### config.mk
export PLATFORM = sky130hd
export DESIGN_NAME = e3dm_sink
export DESIGN_NICKNAME = d
export VERILOG_FILES = /design/src/shared/e3dm_pkg.sv /design/src/hdl/e3dm_sink.sv
export SDC_FILE = /design/constraint.sdc
export NUM_CORES = 1
export LEC_CHECK = 0
export BUFFER_PORTS_ARGS = -buffer_cell sky130_fd_sc_hd__clkbuf_2
export CAP_MARGIN = 40
export CORE_ASPECT_RATIO = 1.4
export CORE_UTILIZATION = 25
export DETAILED_ROUTE_END_ITERATION = 8
export HOLD_SLACK_MARGIN = 0.12
export PLACE_DENSITY = 0.43
export REMOVE_ABC_BUFFERS = 1
export SLEW_MARGIN = 40
export SYNTH_ARGS = -nofsm -noshare
export SYNTH_HDL_FRONTEND = slang
export SYNTH_SLANG_ARGS = --single-unit
### constraint.sdc
create_clock -name clk_i -period 4.3 [get_ports clk_i]
set_input_delay 0.86 -clock clk_i [delete_from_list [all_inputs] [get_ports clk_i]]
set_output_delay 0.86 -clock clk_i [all_outputs]
set_load 0.02 [all_outputs]
### src/shared/e3dm_pkg.sv
// e3dm_pkg: constants and carrier types for the e3 demapper sink
// assumes a 10 MHz system clock and an AXI4-Lite register port
package e3dm_pkg;
  // ==========================================================
  // register map (byte addresses)
  localparam logic [7:0] ADDR_CTRL = 8'h00;
  localparam logic [7:0] ADDR_STATUS = 8'h04;
  localparam logic [7:0] ADDR_LABEL = 8'h08;
  localparam int CTRL_ACT_BIT = 0;
  localparam int CTRL_AISREP_BIT = 1;
  localparam logic [1:0] CTRL_RESET = 2'h0;
  localparam logic [1:0] RESP_OKAY = 2'h0;
  localparam logic [1:0] RESP_SLVERR = 2'h2;
  // ==========================================================
  // payload handling
  localparam logic [7:0] LABEL_EXPECTED = 8'h04;
  localparam logic [2:0] LABEL_ACCEPT_N = 3'h5;
  localparam logic [2:0] LABEL_LAST_IDX = 3'h7;
  localparam logic [2:0] CTRL_MAJORITY = 3'h3;
  localparam int STORE_DEPTH = 64;
  localparam logic [5:0] STORE_HALF = 6'h20;
  localparam logic [5:0] STORE_FULL = 6'h3f;
  localparam logic [15:0] NCO_NOMINAL = 16'h2000;
  localparam logic [15:0] NCO_TRIM = 16'h0100;
  // ==========================================================
  // tributary frame and defect detection
  localparam logic [9:0] FAS_WORD = 10'h3d0;
  localparam logic [10:0] FRAME_LAST = 11'h5ff;
  localparam logic [2:0] LOF_MISSES = 3'h4;
  localparam logic [2:0] AIS_X = 3'h4;
  localparam logic [10:0] AIS_Y_LAST = 11'h5ff;
  localparam logic [2:0] AIS_Z = 3'h5;
  // ==========================================================
  // timing
  localparam int CLK_KHZ = 10000;
  localparam int AIS_TIME_US = 250;
  localparam int AIS_CYC = AIS_TIME_US * CLK_KHZ / 1000;
  // ==========================================================
  // types
  typedef enum logic [2:0] {
    CLS_DATA, CLS_FIXED, CLS_C1, CLS_C2, CLS_S1, CLS_S2, CLS_LABEL, CLS_OTHER
  } e3dm_cls_t;
  typedef enum logic [1:0] {FAS_SRCH, FAS_CHK1, FAS_CHK2, FAS_SYNC} e3dm_fas_t;
  typedef struct packed {
    logic lclk;
    logic data;
    e3dm_cls_t cls;
    logic tsf;
  } e3dm_in_t;
  typedef struct packed {
    logic [7:0] addr;
    logic [31:0] data;
  } e3dm_word_t;
endpackage : e3dm_pkg
### src/hdl/e3dm_sink.sv
// e3dm_sink: e3 tributary demapper sink with alignment, defects, axi4-lite regs
// assumes upstream tags every gapped payload bit with its class on the link clock
//
// Behaviour
// - accepted label compared to 0000_0100; mismatch raises label mismatch defect.
// - h4 overhead byte content is ignored.
// - fixed-stuff r bits are ignored.
// - c1 majority zero makes s1 data; majority one discards s1.
// - c2 majority zero makes s2 data; majority one discards s2.
// - bits written on gapped link clock, read by evenly spaced smoothed clock.
// - elastic store deep enough for plus or minus 20 ppm with jitter.
// - after frequency step, store recentres so errors stop quickly.
// - inactive drives all-ones and suppresses all management status.
// - search tributary for frame alignment word, mark frame start when aligned.
// - four consecutive missed alignment words declare loss of frame.
// - three consecutive correct alignment words regain alignment, clear loss of frame.
// - after one candidate, miss in either next two frames restarts search.
// - all-ones defect detected with x 4, y 1536, z 5.
// - server fail and all-ones insertion from mismatch, lof, ais or upstream fail.
// - all-ones within 250 us of insertion, normal data within 250 us after.
// - output clock keeps running while all-ones inserted, still trimmed by fill: nominal minus trim below half fill.
// - lof fault only with lof and no ais defect and no label mismatch.
// - ais fault only with ais, no mismatch, no upstream fail, reporting enabled.
// - label mismatch fault only with mismatch and no upstream fail.
`timescale 1ns/1ps
module e3dm_sink (
  // clock and reset
  input wire logic clk_i,
  input wire logic rst_n_i,
  // upstream adaptation side (asynchronous pins)
  input wire logic link_clk_i,
  input wire logic link_data_i,
  input wire logic [2:0] link_cls_i,
  input wire logic upstream_trail_fail_i,
  // tributary side
  output logic trib_data_o,
  output logic trib_clk_o,
  output logic frame_start_marker_o,
  output logic server_fail_out_o,
  // management status
  output logic [7:0] accepted_label_status_o,
  output logic label_mismatch_fault_o,
  output logic frame_loss_fault_o,
  output logic all_ones_fault_o,
  // axi4-lite slave
  input wire logic s_axi_awvalid_i,
  output logic s_axi_awready_o,
  input wire logic [7:0] s_axi_awaddr_i,
  input wire logic s_axi_wvalid_i,
  output logic s_axi_wready_o,
  input wire logic [31:0] s_axi_wdata_i,
  input wire logic [3:0] s_axi_wstrb_i,
  output logic s_axi_bvalid_o,
  input wire logic s_axi_bready_i,
  output logic [1:0] s_axi_bresp_o,
  input wire logic s_axi_arvalid_i,
  output logic s_axi_arready_o,
  input wire logic [7:0] s_axi_araddr_i,
  output logic s_axi_rvalid_o,
  input wire logic s_axi_rready_i,
  output logic [31:0] s_axi_rdata_o,
  output logic [1:0] s_axi_rresp_o
);
  // ==========================================================
  // state
  typedef struct packed {
    e3dm_pkg::e3dm_in_t s1, s2, s3;
    logic lclk;
    logic act_prev;
    logic [7:0] lbl_sh, lbl_cand, lbl_acc;
    logic [2:0] lbl_idx, lbl_cnt;
    logic [2:0] c1_ones, c2_ones;
    logic [e3dm_pkg::STORE_DEPTH-1:0] mem;
    logic [5:0] wp, rp;
    logic [15:0] nco;
    logic dout;
    e3dm_pkg::e3dm_fas_t fas;
    logic [9:0] fas_sh;
    logic [10:0] bit_cnt;
    logic [2:0] miss;
    logic lof, fsm_pulse;
    logic [2:0] zcnt, ais_run, clr_run;
    logic [10:0] per_cnt;
    logic ais, plm, ssf;
    logic f_plm, f_lof, f_ais;
    logic aw_v, w_v;
    e3dm_pkg::e3dm_word_t wr;
    logic wstrb0;
    logic bvalid, rvalid;
    logic [1:0] bresp, rresp;
    logic [31:0] rdata;
    logic [1:0] ctrl;
  } e3dm_state_t;
  e3dm_state_t st_r, st_nxt;

  // register address decode, used by both read and write paths
  function automatic logic e3dm_mapped(input logic [7:0] a);
    e3dm_mapped = (a == e3dm_pkg::ADDR_CTRL) || (a == e3dm_pkg::ADDR_STATUS) ||
      (a == e3dm_pkg::ADDR_LABEL);
  endfunction : e3dm_mapped

  logic act, edge_w, wr_bit, rd, hit, chk, rbit, insert;
  logic [5:0] fill;
  logic [15:0] inc;
  logic [16:0] sum;
  logic [9:0] fas_new;
  logic [10:0] bc_new;
  logic [7:0] byte_new;
  logic [2:0] zc_new;

  // ==========================================================
  // next-state logic
  always_comb begin
    st_nxt = st_r;
    act = st_r.ctrl[e3dm_pkg::CTRL_ACT_BIT];
    // three-stage sampling; a level counts once stages two and three agree
    st_nxt.s1 = '{lclk: link_clk_i, data: link_data_i, cls: e3dm_pkg::e3dm_cls_t'(link_cls_i),
      tsf: upstream_trail_fail_i};
    st_nxt.s2 = st_r.s1;
    st_nxt.s3 = st_r.s2;
    if (st_r.s2.lclk == st_r.s3.lclk) begin
      st_nxt.lclk = st_r.s3.lclk;
    end
    edge_w = (st_r.s2.lclk == st_r.s3.lclk) && st_r.s3.lclk && !st_r.lclk;
    fill = st_r.wp - st_r.rp;
    wr_bit = 1'b0;
    byte_new = {st_r.lbl_sh[6:0], st_r.s3.data};
    if (edge_w) begin
      unique case (st_r.s3.cls)
        e3dm_pkg::CLS_DATA: wr_bit = 1'b1;
        e3dm_pkg::CLS_C1: st_nxt.c1_ones = st_r.c1_ones + {2'h0, st_r.s3.data};
        e3dm_pkg::CLS_C2: st_nxt.c2_ones = st_r.c2_ones + {2'h0, st_r.s3.data};
        e3dm_pkg::CLS_S1: begin
          wr_bit = st_r.c1_ones < e3dm_pkg::CTRL_MAJORITY;
          st_nxt.c1_ones = '0;
        end
        e3dm_pkg::CLS_S2: begin
          wr_bit = st_r.c2_ones < e3dm_pkg::CTRL_MAJORITY;
          st_nxt.c2_ones = '0;
        end
        e3dm_pkg::CLS_LABEL: begin
          st_nxt.lbl_sh = byte_new;
          st_nxt.lbl_idx = st_r.lbl_idx + 3'h1;
          if (st_r.lbl_idx == e3dm_pkg::LABEL_LAST_IDX) begin
            // persistence filter before a new label is accepted
            if (byte_new == st_r.lbl_cand) begin
              if (st_r.lbl_cnt != e3dm_pkg::LABEL_ACCEPT_N) st_nxt.lbl_cnt = st_r.lbl_cnt + 3'h1;
              if (st_r.lbl_cnt + 3'h1 >= e3dm_pkg::LABEL_ACCEPT_N) st_nxt.lbl_acc = byte_new;
            end else begin
              st_nxt.lbl_cand = byte_new;
              st_nxt.lbl_cnt = 3'h1;
            end
          end
        end
        default: ; // r bits and h4/other overhead carry nothing we use
      endcase
    end
    if (wr_bit) begin // gapped write side of the elastic store
      st_nxt.mem[st_r.wp] = st_r.s3.data;
      st_nxt.wp = st_r.wp + 6'h1;
    end
    // smoothed read clock: nco trimmed gently toward half fill, so spacing stays even
    inc = e3dm_pkg::NCO_NOMINAL;
    if (fill > e3dm_pkg::STORE_HALF) inc = e3dm_pkg::NCO_NOMINAL + e3dm_pkg::NCO_TRIM;
    if (fill < e3dm_pkg::STORE_HALF) inc = e3dm_pkg::NCO_NOMINAL - e3dm_pkg::NCO_TRIM;
    sum = {1'b0, st_r.nco} + {1'b0, inc};
    st_nxt.nco = sum[15:0];
    rd = sum[16];
    rbit = st_r.mem[st_r.rp];
    if (rd) begin
      st_nxt.rp = st_r.rp + 6'h1;
    end
    // slip or activation recentres the store; 64 bits covers 20 ppm plus jitter
    st_nxt.act_prev = act;
    if ((rd && fill == 6'h0) || (wr_bit && fill == e3dm_pkg::STORE_FULL) || (act && !st_r.act_prev)) begin
      st_nxt.rp = st_nxt.wp - e3dm_pkg::STORE_HALF;
    end
    // frame alignment on recovered bits
    fas_new = {st_r.fas_sh[8:0], rbit};
    hit = fas_new == e3dm_pkg::FAS_WORD;
    bc_new = (st_r.bit_cnt == e3dm_pkg::FRAME_LAST) ? 11'h0 : st_r.bit_cnt + 11'h1;
    chk = bc_new == 11'h0;
    st_nxt.fsm_pulse = 1'b0;
    zc_new = st_r.zcnt;
    if (rd) begin
      st_nxt.fas_sh = fas_new;
      st_nxt.bit_cnt = bc_new;
      unique case (st_r.fas)
        e3dm_pkg::FAS_SRCH: if (hit) begin
          st_nxt.fas = e3dm_pkg::FAS_CHK1;
          st_nxt.bit_cnt = 11'h0;
        end
        e3dm_pkg::FAS_CHK1: if (chk) st_nxt.fas = hit ? e3dm_pkg::FAS_CHK2 : e3dm_pkg::FAS_SRCH;
        e3dm_pkg::FAS_CHK2: if (chk) begin
          st_nxt.fas = hit ? e3dm_pkg::FAS_SYNC : e3dm_pkg::FAS_SRCH;
          if (hit) begin
            st_nxt.lof = 1'b0;
            st_nxt.miss = 3'h0;
          end
        end
        e3dm_pkg::FAS_SYNC: if (chk) begin
          st_nxt.fsm_pulse = hit;
          st_nxt.miss = hit ? 3'h0 : st_r.miss + 3'h1;
          if (!hit && st_r.miss + 3'h1 == e3dm_pkg::LOF_MISSES) begin
            st_nxt.fas = e3dm_pkg::FAS_SRCH;
            st_nxt.lof = 1'b1;
          end
        end
      endcase
      // all-ones defect: zeros counted per y-bit period
      // the closing bit of a period counts too, so the verdict reads zc_new
      if (!rbit && st_r.zcnt != e3dm_pkg::AIS_X) zc_new = st_r.zcnt + 3'h1;
      st_nxt.zcnt = zc_new;
      st_nxt.per_cnt = st_r.per_cnt + 11'h1;
      if (st_r.per_cnt == e3dm_pkg::AIS_Y_LAST) begin
        st_nxt.per_cnt = 11'h0;
        st_nxt.zcnt = 3'h0;
        if (zc_new < e3dm_pkg::AIS_X) begin
          st_nxt.clr_run = 3'h0;
          if (st_r.ais_run != e3dm_pkg::AIS_Z) st_nxt.ais_run = st_r.ais_run + 3'h1;
          if (st_r.ais_run + 3'h1 >= e3dm_pkg::AIS_Z) st_nxt.ais = 1'b1;
        end else begin
          st_nxt.ais_run = 3'h0;
          if (st_r.clr_run != e3dm_pkg::AIS_Z) st_nxt.clr_run = st_r.clr_run + 3'h1;
          if (st_r.clr_run + 3'h1 >= e3dm_pkg::AIS_Z) st_nxt.ais = 1'b0;
        end
      end
    end
    // defects, consequent actions and correlations
    st_nxt.plm = st_r.lbl_acc != e3dm_pkg::LABEL_EXPECTED;
    st_nxt.ssf = st_r.plm | st_r.lof | st_r.ais | st_r.s3.tsf;
    insert = st_r.ssf | !act;
    // insertion takes effect on the next bit, far inside 250 us
    if (rd) st_nxt.dout = insert ? 1'b1 : rbit;
    st_nxt.f_lof = act & st_r.lof & !st_r.ais & !st_r.plm;
    st_nxt.f_ais = act & st_r.ais & !st_r.plm & !st_r.s3.tsf & st_r.ctrl[e3dm_pkg::CTRL_AISREP_BIT];
    st_nxt.f_plm = act & st_r.plm & !st_r.s3.tsf;
    // axi4-lite write: address and data taken in either order
    if (s_axi_awvalid_i && !st_r.aw_v) begin
      st_nxt.aw_v = 1'b1;
      st_nxt.wr.addr = s_axi_awaddr_i;
    end
    if (s_axi_wvalid_i && !st_r.w_v) begin
      st_nxt.w_v = 1'b1;
      st_nxt.wr.data = s_axi_wdata_i;
      st_nxt.wstrb0 = s_axi_wstrb_i[0]; // strobe kept with its data, never read live later
    end
    if (st_r.aw_v && st_r.w_v && !st_r.bvalid) begin
      st_nxt.aw_v = 1'b0;
      st_nxt.w_v = 1'b0;
      st_nxt.bvalid = 1'b1;
      st_nxt.bresp = e3dm_mapped(st_r.wr.addr) ? e3dm_pkg::RESP_OKAY : e3dm_pkg::RESP_SLVERR;
      if (st_r.wr.addr == e3dm_pkg::ADDR_CTRL && st_r.wstrb0) st_nxt.ctrl = st_r.wr.data[1:0];
    end
    if (st_r.bvalid && s_axi_bready_i) st_nxt.bvalid = 1'b0;
    // axi4-lite read: one outstanding, unmapped reads zero with slverr
    if (s_axi_arvalid_i && !st_r.rvalid) begin
      st_nxt.rvalid = 1'b1;
      st_nxt.rresp = e3dm_mapped(s_axi_araddr_i) ? e3dm_pkg::RESP_OKAY : e3dm_pkg::RESP_SLVERR;
      unique case (s_axi_araddr_i)
        e3dm_pkg::ADDR_CTRL: st_nxt.rdata = {30'h0, st_r.ctrl};
        e3dm_pkg::ADDR_STATUS: st_nxt.rdata = {18'h0, act ? fill : 6'h00, act & st_r.ssf, act & st_r.ais,
          act & st_r.lof, act & st_r.plm, 1'b0, st_r.f_ais, st_r.f_lof, st_r.f_plm};
        e3dm_pkg::ADDR_LABEL: st_nxt.rdata = {24'h0, act ? st_r.lbl_acc : 8'h00};
        default: st_nxt.rdata = 32'h0000_0000;
      endcase
    end
    if (st_r.rvalid && s_axi_rready_i) st_nxt.rvalid = 1'b0;
  end

  // ==========================================================
  // state register; reset values are constants only
  always_ff @(posedge clk_i or negedge rst_n_i) begin
    if (!rst_n_i) begin
      st_r <= '0;
      st_r.mem <= '1;
      st_r.rp <= 6'h0 - e3dm_pkg::STORE_HALF;
      st_r.dout <= 1'b1;
      st_r.lof <= 1'b1;
      st_r.plm <= 1'b1;
      st_r.ssf <= 1'b1;
      st_r.ctrl <= e3dm_pkg::CTRL_RESET;
      st_r.fas <= e3dm_pkg::FAS_SRCH;
    end else begin
      st_r <= st_nxt;
    end
  end

  // ==========================================================
  // outputs
  assign trib_data_o = st_r.dout;
  assign trib_clk_o = st_r.nco[15]; // rises mid-bit so the data are stable at the edge
  assign frame_start_marker_o = st_r.fsm_pulse;
  assign server_fail_out_o = st_r.ssf;
  assign accepted_label_status_o = st_r.ctrl[e3dm_pkg::CTRL_ACT_BIT] ? st_r.lbl_acc : 8'h00;
  assign label_mismatch_fault_o = st_r.f_plm;
  assign frame_loss_fault_o = st_r.f_lof;
  assign all_ones_fault_o = st_r.f_ais;
  assign s_axi_awready_o = !st_r.aw_v;
  assign s_axi_wready_o = !st_r.w_v;
  assign s_axi_bvalid_o = st_r.bvalid;
  assign s_axi_bresp_o = st_r.bresp;
  assign s_axi_arready_o = !st_r.rvalid;
  assign s_axi_rvalid_o = st_r.rvalid;
  assign s_axi_rdata_o = st_r.rdata;
  assign s_axi_rresp_o = st_r.rresp;

  // ==========================================================
  // assertions
  // insertion is checked per smoothed bit, far inside the 250 us budget
  property p_inactive_ones;
    @(posedge clk_i) disable iff (!rst_n_i) !st_r.ctrl[e3dm_pkg::CTRL_ACT_BIT] && rd |=> trib_data_o;
  endproperty
  a_inactive_ones: assert property (p_inactive_ones) else $error("data not all-ones while inactive");
  property p_ssf;
    @(posedge clk_i) disable iff (!rst_n_i) (st_r.lof || st_r.ais || st_r.plm) |=> server_fail_out_o;
  endproperty
  a_ssf: assert property (p_ssf) else $error("server fail missing under defect");
  property p_insert_time;
    @(posedge clk_i) disable iff (!rst_n_i) st_r.ssf && rd |=> trib_data_o;
  endproperty
  a_insert_time: assert property (p_insert_time) else $error("all-ones not inserted in time");
  property p_release_time;
    @(posedge clk_i) disable iff (!rst_n_i) !insert && rd |=> trib_data_o == $past(rbit);
  endproperty
  a_release_time: assert property (p_release_time) else $error("normal data not restored");
  property p_lof_set;
    @(posedge clk_i) disable iff (!rst_n_i) $rose(st_r.lof) |-> $past(st_r.miss) == 3'h3;
  endproperty
  a_lof_set: assert property (p_lof_set) else $error("lof without four misses");
  property p_lof_clr;
    @(posedge clk_i) disable iff (!rst_n_i) $fell(st_r.lof) |-> $past(st_r.fas) == e3dm_pkg::FAS_CHK2;
  endproperty
  a_lof_clr: assert property (p_lof_clr) else $error("lof cleared without three hits");
  property p_plm;
    @(posedge clk_i) disable iff (!rst_n_i) $changed(st_r.lbl_acc) |=>
      st_r.plm == (st_r.lbl_acc != e3dm_pkg::LABEL_EXPECTED);
  endproperty
  a_plm: assert property (p_plm) else $error("label mismatch wrong");
  property p_flof;
    @(posedge clk_i) disable iff (!rst_n_i) frame_loss_fault_o |-> $past(st_r.lof && !st_r.ais && !st_r.plm);
  endproperty
  a_flof: assert property (p_flof) else $error("lof fault under masking defect");
  property p_fais;
    @(posedge clk_i) disable iff (!rst_n_i) all_ones_fault_o |->
      $past(st_r.ais && st_r.ctrl[e3dm_pkg::CTRL_AISREP_BIT] && !st_r.plm && !st_r.s3.tsf);
  endproperty
  a_fais: assert property (p_fais) else $error("ais fault not gated");
  property p_fplm;
    @(posedge clk_i) disable iff (!rst_n_i) label_mismatch_fault_o |-> $past(!st_r.s3.tsf && st_r.plm);
  endproperty
  a_fplm: assert property (p_fplm) else $error("mismatch fault under upstream fail");
  property p_write_edge;
    @(posedge clk_i) disable iff (!rst_n_i) $changed(st_r.wp) |-> $past(edge_w);
  endproperty
  a_write_edge: assert property (p_write_edge) else $error("store written off link edge");
  property p_fs_sync;
    @(posedge clk_i) disable iff (!rst_n_i) frame_start_marker_o |-> $past(st_r.fas) == e3dm_pkg::FAS_SYNC;
  endproperty
  a_fs_sync: assert property (p_fs_sync) else $error("frame start while unaligned");
  // a held address and data pair, or a taken read, is answered on the next edge
  property p_wr_answer;
    @(posedge clk_i) disable iff (!rst_n_i) st_r.aw_v && st_r.w_v && !st_r.bvalid |=> s_axi_bvalid_o;
  endproperty
  a_wr_answer: assert property (p_wr_answer) else $error("write response missing");
  property p_rd_answer;
    @(posedge clk_i) disable iff (!rst_n_i) s_axi_arvalid_i && s_axi_arready_o |=> s_axi_rvalid_o;
  endproperty
  a_rd_answer: assert property (p_rd_answer) else $error("read response missing");
  c_marker: cover property (@(posedge clk_i) disable iff (!rst_n_i) frame_start_marker_o);
  c_align: cover property (@(posedge clk_i) disable iff (!rst_n_i) $fell(st_r.lof));
  c_ais: cover property (@(posedge clk_i) disable iff (!rst_n_i) $rose(st_r.ais));
  c_stuff: cover property (@(posedge clk_i) disable iff (!rst_n_i) edge_w && st_r.s3.cls == e3dm_pkg::CLS_S1 && !wr_bit);
endmodule : e3dm_sink

Yosys cells after proc, flatten, opt, wreduce, memory -nomap -nowiden
Index checks and enable logic that the tools add are counted.
{ "word_totals": {"reg_bits": 254, "input_bits": 65, "elab_cells": 248} }
{ "op_classes": {"addsub": 15, "order_cmp": 11, "eq_ne": 34, "mux": 57, "bitwise_logic": 15, "n_reduce_logical": 63} }
{ "op_table": {"columns": ["cell", "count"], "rows": [
  ["64-bit bitwise mux", 1],
  ["14-bit case mux with 3 select lines", 1],
  ["11-bit 2-to-1 mux", 3],
  ["6-bit 2-to-1 mux", 5],
  ["11-bit by 1-bit adder with 11-bit output (second input constant)", 2],
  ["11-bit equality test (second input constant)", 2],
  ["22-bit 2-to-1 mux", 1],
  ["21-bit 2-to-1 mux", 1],
  ["3-bit 2-to-1 mux", 7],
  ["2-bit 2-to-1 mux", 10],
  ["2-bit nonzero test", 10],
  ["3-bit by 1-bit adder with 3-bit output (second input constant)", 6],
  ["16-bit by 16-bit adder with 17-bit output", 1],
  ["8-bit by 3-bit equality test with 1-bit output (second input constant)", 2],
  ["8-bit by 4-bit equality test with 1-bit output (second input constant)", 2],
  ["1-bit logical AND", 16],
  ["8-bit zero test", 2],
  ["16-bit 2-to-1 mux", 1],
  ["3-bit equality test (second input constant)", 5],
  ["1-bit 2-to-1 mux", 15],
  ["6-bit by 7-bit < comparator with 1-bit output (second input constant)", 2],
  ["6-bit by 1-bit adder with 6-bit output (second input constant)", 2],
  ["1-bit zero test", 12],
  ["2-bit != test (second input constant)", 6],
  ["other kinds (42)", 80]
]} }

Longest topological paths before layout
{ "logic_depth": {"depth_word": 10, "mapped_depth": 22, "depth_no_buf": 19} }

Worst setup path after synthesis
Ideal clock, no wire load.
{ "synth_timing": {"path_kind": "reg2reg", "startpoint": "reg st_r[155] (netlist bit)", "endpoint": "reg st_r[115] (netlist bit)", "setup_ns": 0.083, "arrival_ns": 4.491, "required_ns": 4.217, "slack_ns": -0.273, "stages_incl_launch_ff": 23, "path_buffers": 5, "synth_period_minus_slack_ns": 4.573, "cell_sequence": "dfrtp_1 -> clkbuf_1 -> buf_2 -> inv_1 -> ha_1 -> nor2b_1 -> o21ai_0 -> a21oi_1 -> o21ai_0 -> a21oi_1 -> nor2_1 -> nand4_1 -> ha_1 -> fa_1 -> a21o_1 -> a21oi_1 -> nor2b_1 -> o31ai_1 -> clkbuf_1 -> clkbuf_1 -> clkbuf_1 -> nand2_1 -> o21ai_0"} }
{ "synth_between": {"elab_chain_len": 5, "elab_cells_between_ends": 11} }
{ "synth_rtl": {"columns": ["item", "line", "source"], "rows": [
  ["start: declaration", "e3dm_sink.sv:94", "e3dm_state_t st_r, st_nxt;"],
  ["start signal: assignment", "e3dm_sink.sv:285", "st_r <= st_nxt;"],
  ["6-bit subtractor or 1-bit binary-select mux with 6-bit select (tied branches)", "e3dm_sink.sv:125, e3dm_sink.sv:169", null],
  ["6-bit > comparator or 1-bit 2-to-1 mux (tied branches)", "e3dm_sink.sv:164, e3dm_sink.sv:169", null],
  ["9-bit 2-to-1 mux or 10-bit equality test (tied branches)", "e3dm_sink.sv:164, e3dm_sink.sv:180", null],
  ["16-bit 2-to-1 mux or 11-bit 2-to-1 mux (tied branches)", "e3dm_sink.sv:165, e3dm_sink.sv:189", null],
  ["16-bit by 16-bit adder with 17-bit output or 11-bit 2-to-1 mux (tied branches)", "e3dm_sink.sv:166, e3dm_sink.sv:188", null]
]} }
Parallel ways exist; a longest one is shown, timed or not. The select of a mux whose other input is x is not followed.
A chain may end at the register's enable or synchronous reset.

Worst setup path in the final report
{ "layout_timing": {"startpoint": "reg st_r[155] (netlist bit)", "endpoint": "reg st_r[135] (netlist bit)"} }
{ "layout_between": {"elab_chain_len": 7, "elab_cells_between_ends": 17} }
{ "layout_rtl": {"columns": ["item"], "rows": [
  ["branches (longest 7 deep; another with 16-bit by 16-bit adder with 17-bit output)"]
]} }
Several ways; the timed one is not identified. The select of a mux whose other input is x is not followed.

==> results_dict.tcl <==
set metrics [dict create \
    status "completed" \
    dieHeight_um 256 \
    slew_viol_final 0 \
    fin_crit_ns 3.94 \
    maxSlewHeadroom 0.531 \
    first_global_vias 8184 \
    layout_commonest_cell "dfrtp_1" \
    grt_usage 0.121 \
    grt_max_degree 96 \
    cts_tree "done" \
    synth-compound-area-share 0.0941 \
    die_w_um 184 \
    coreArea_mm2 0.0452 \
    vias 7873 \
    max_freq_mhz 254 \
    worstPathRequired_ns 4.75 \
    yosys.area_share.simple 0.142 \
    antenna_cells 0 \
    yosysSeqAreaShare 0.497 \
    layout_common_cells "156 x dfrtp_1, 119 x nand2_1, 110 x mux2_2" \
    n_fill_cell 4618 \
    instances_no_fill 1756 \
    place.gp.congestion 0.768 \
    worstPathArrival_ns 4.38 \
    path_clk_slew_ns 0.06 \
    cp_max_fo 17 \
    multi_input_area_mm2 0.00530 \
    path_class "flop to flop" \
    skew_ns 0.0255 \
    async_reset_ff_frac 1.00 \
    r2r-end "st_r[135]" \
    yosysWarnings 0 \
    p_per_area_mw_per_mm2 550 \
    start_util 0.255 \
    cts_buffers 26 \
    netlist_area_mm2 0.0115 \
    port_buffers 67 \
    hpwlAfterDp_mm 19.2 \
    p_leak_nw 5.85 \
    cts_hold_buf 0 \
    clk_latency_ns 0.56 \
    syn_inst 1055 \
    yosys.area.top_type "dfrtp_1" \
    r2r_setup_slack_ns 0.36 \
    nets 1229 \
    cts.path.max_buffers 3 \
    drive_gt1_frac 0.307 \
    drt_iter0_drc 309 \
    cts.sinks 226 \
    route.detailed.drc 0 \
    wl_mm 27.8 \
    place_inst 1706 \
    seqCellArea_mm2 0.00574 \
    grt_pass1_wl_mm 45.2 \
    drt_pre_antenna_iters 4 \
    synth.avg_cell_area_um2 10.9 \
    synth_edf_count 0 \
    irDropWorstVdd_uv 297 \
    cts_root_buf "clkbuf_16" \
    r2r_start "st_r[155]" \
    ys_top_cells_by_area "dfrtp_1 34%, dfstp_2 16%, mux2_2 11%" \
    antenna_found_initial 0 \
    ys.flop_type "dfrtp_1" \
    finalSetupViolCount 0 \
    min_period_over_period 0.916 \
    setup_tns_ns 0 \
    dieArea_mm2 0.0471 \
    rsz0062_at_grt "false" \
    place_area_mm2 0.0126 \
    ys_types 80 \
    end_kind "flop" \
    maxCapViolations 0 \
    placementRows 92 \
    htreeDepth 1 \
    synthAdderAreaFrac 0.0425 \
    synthXorXnorAreaFrac 0.0266 \
    grt_remaining_overflow 0 \
    syn2layout_area_growth_pct 16.8 \
    routedWlPerCell_um 15.8 \
    viasPerCell 4.48 \
    fin_area_mm2 0.0135 \
    synth-seq-cells 226 \
    synth_top_area_share 0.340 \
    hold_viol_final 0 \
    antenna_left 0 \
    crit_path_start_kind "flop" \
    synthMuxAreaShare 0.145 \
    reg2reg_depth 21 \
    synth_top_family_by_area "multiplexers" \
    pin_count 121 \
    worstMarginPinSlew_ns 0.704 \
    hp-class "primary input to asynchronous set/reset pin" \
]
registers in the layout, indices dropped and copies added (netlist names), 8 cells and up:
signal and cells:
s_axi_rdata_o 14, st_nxt 12, byte_new 8, st_r 171, fas_new 9
synthesized netlist by cell type, types with 11 or more instances:
master and count:
buf_4 38, dfrtp_1 157, nand3_1 22, nor3_1 14, a21oi_1 36, nand4_1 11
mux2i_1 16, nor2b_1 14, xnor2_1 28, dfstp_2 69, nor2_1 96, clkbuf_1 31
nand2_1 120, and2_1 11, mux2_2 110, ha_1 36, inv_1 36, o21ai_0 43
and3_1 14
worst max-delay path, stage by stage (launching register included):
cell	delay, ns
dfrtp_1	0.34
inv_1	0.05
ha_1	0.28
nor2b_1	0.13
o21ai_1	0.17
a21oi_1	0.10
o21ai_1	0.15
a21oi_1	0.11
nor2_1	0.18
nand4_1	0.12
ha_1	0.23
fa_1	0.41
a21o_1	0.19
a21oi_2	0.17
nor2b_2	0.08
o31a_1	0.27
buf_4	0.22
o211ai_1	0.12
buf_4	0.19
nor2_1	0.06
o21ai_0	0.18
nand2_1	0.07
how the worst max path moves through the flow:
stage,start,endpoint,slack [ns],cells past startpoint
detailed placement,st_r[155],st_r[112],-0.006,20
CTS,st_r[155],st_r[112],0.01,20
global route,st_r[155],st_r[96],0.03,19
floorplan,st_r[154],st_r[103],-1.75,18
global placement,st_r[155],st_r[113],0.007,20
finish,st_r[155],st_r[135],0.36,21
metrics by stage:
step                utilization  worst slack, ns  hold slack (ns)  power, mW
finish                    0.298            0.363            0.166       7.42
global placement          0.277          0.00682            0.333       5.18
detailed placement        0.277         -0.00628            0.336       5.21
floorplan                     -            -1.75            0.331       4.24
global route              0.298           0.0301            0.161       7.95
CTS                       0.297           0.0112            0.336       7.56
cell families after synthesis:
group           count (synthesis)
other cells                     1
simple gates                  344
buf+inv                       114
flops                         226
fa+ha+maj                      38
mux                           138
xor+xnor                       35
compound gates                159
where the power goes:
group | leakage (nW) | internal, mW | total [mW] | switching (mW)
combinational | 2.68 | 1.08 | 2.49 | 1.41
clock | 0.437 | 1.33 | 2.27 | 0.935
sequential | 2.74 | 2.45 | 2.66 | 0.211
routing by layer:
metal	share of wire	wire, um	global-route usage
met5	0	0	0
met3	0.032	900	0.0160
met2	0.51	14100	0.212
met1	0.43	11900	0.150
met4	0.029	793	0.0444
final cells by class:
| cell class | count | share of cell area |
|---|---|---|
| tap | 611 | 0.0567 |
| clock inverter | 10 | 0.00640 |
| inverter | 36 | 0.0100 |
| clock buffer | 37 | 0.0583 |
| multi-input combinational | 734 | 0.393 |
| timing repair buffer | 102 | 0.0494 |
| sequential | 226 | 0.426 |
what timing repair did:
action                                  CTS  global route
gates resized for setup                   0             6
buffers inserted                          0             2
endpoints found under the setup margin    0            25
(Power assumes the default switching activity.)
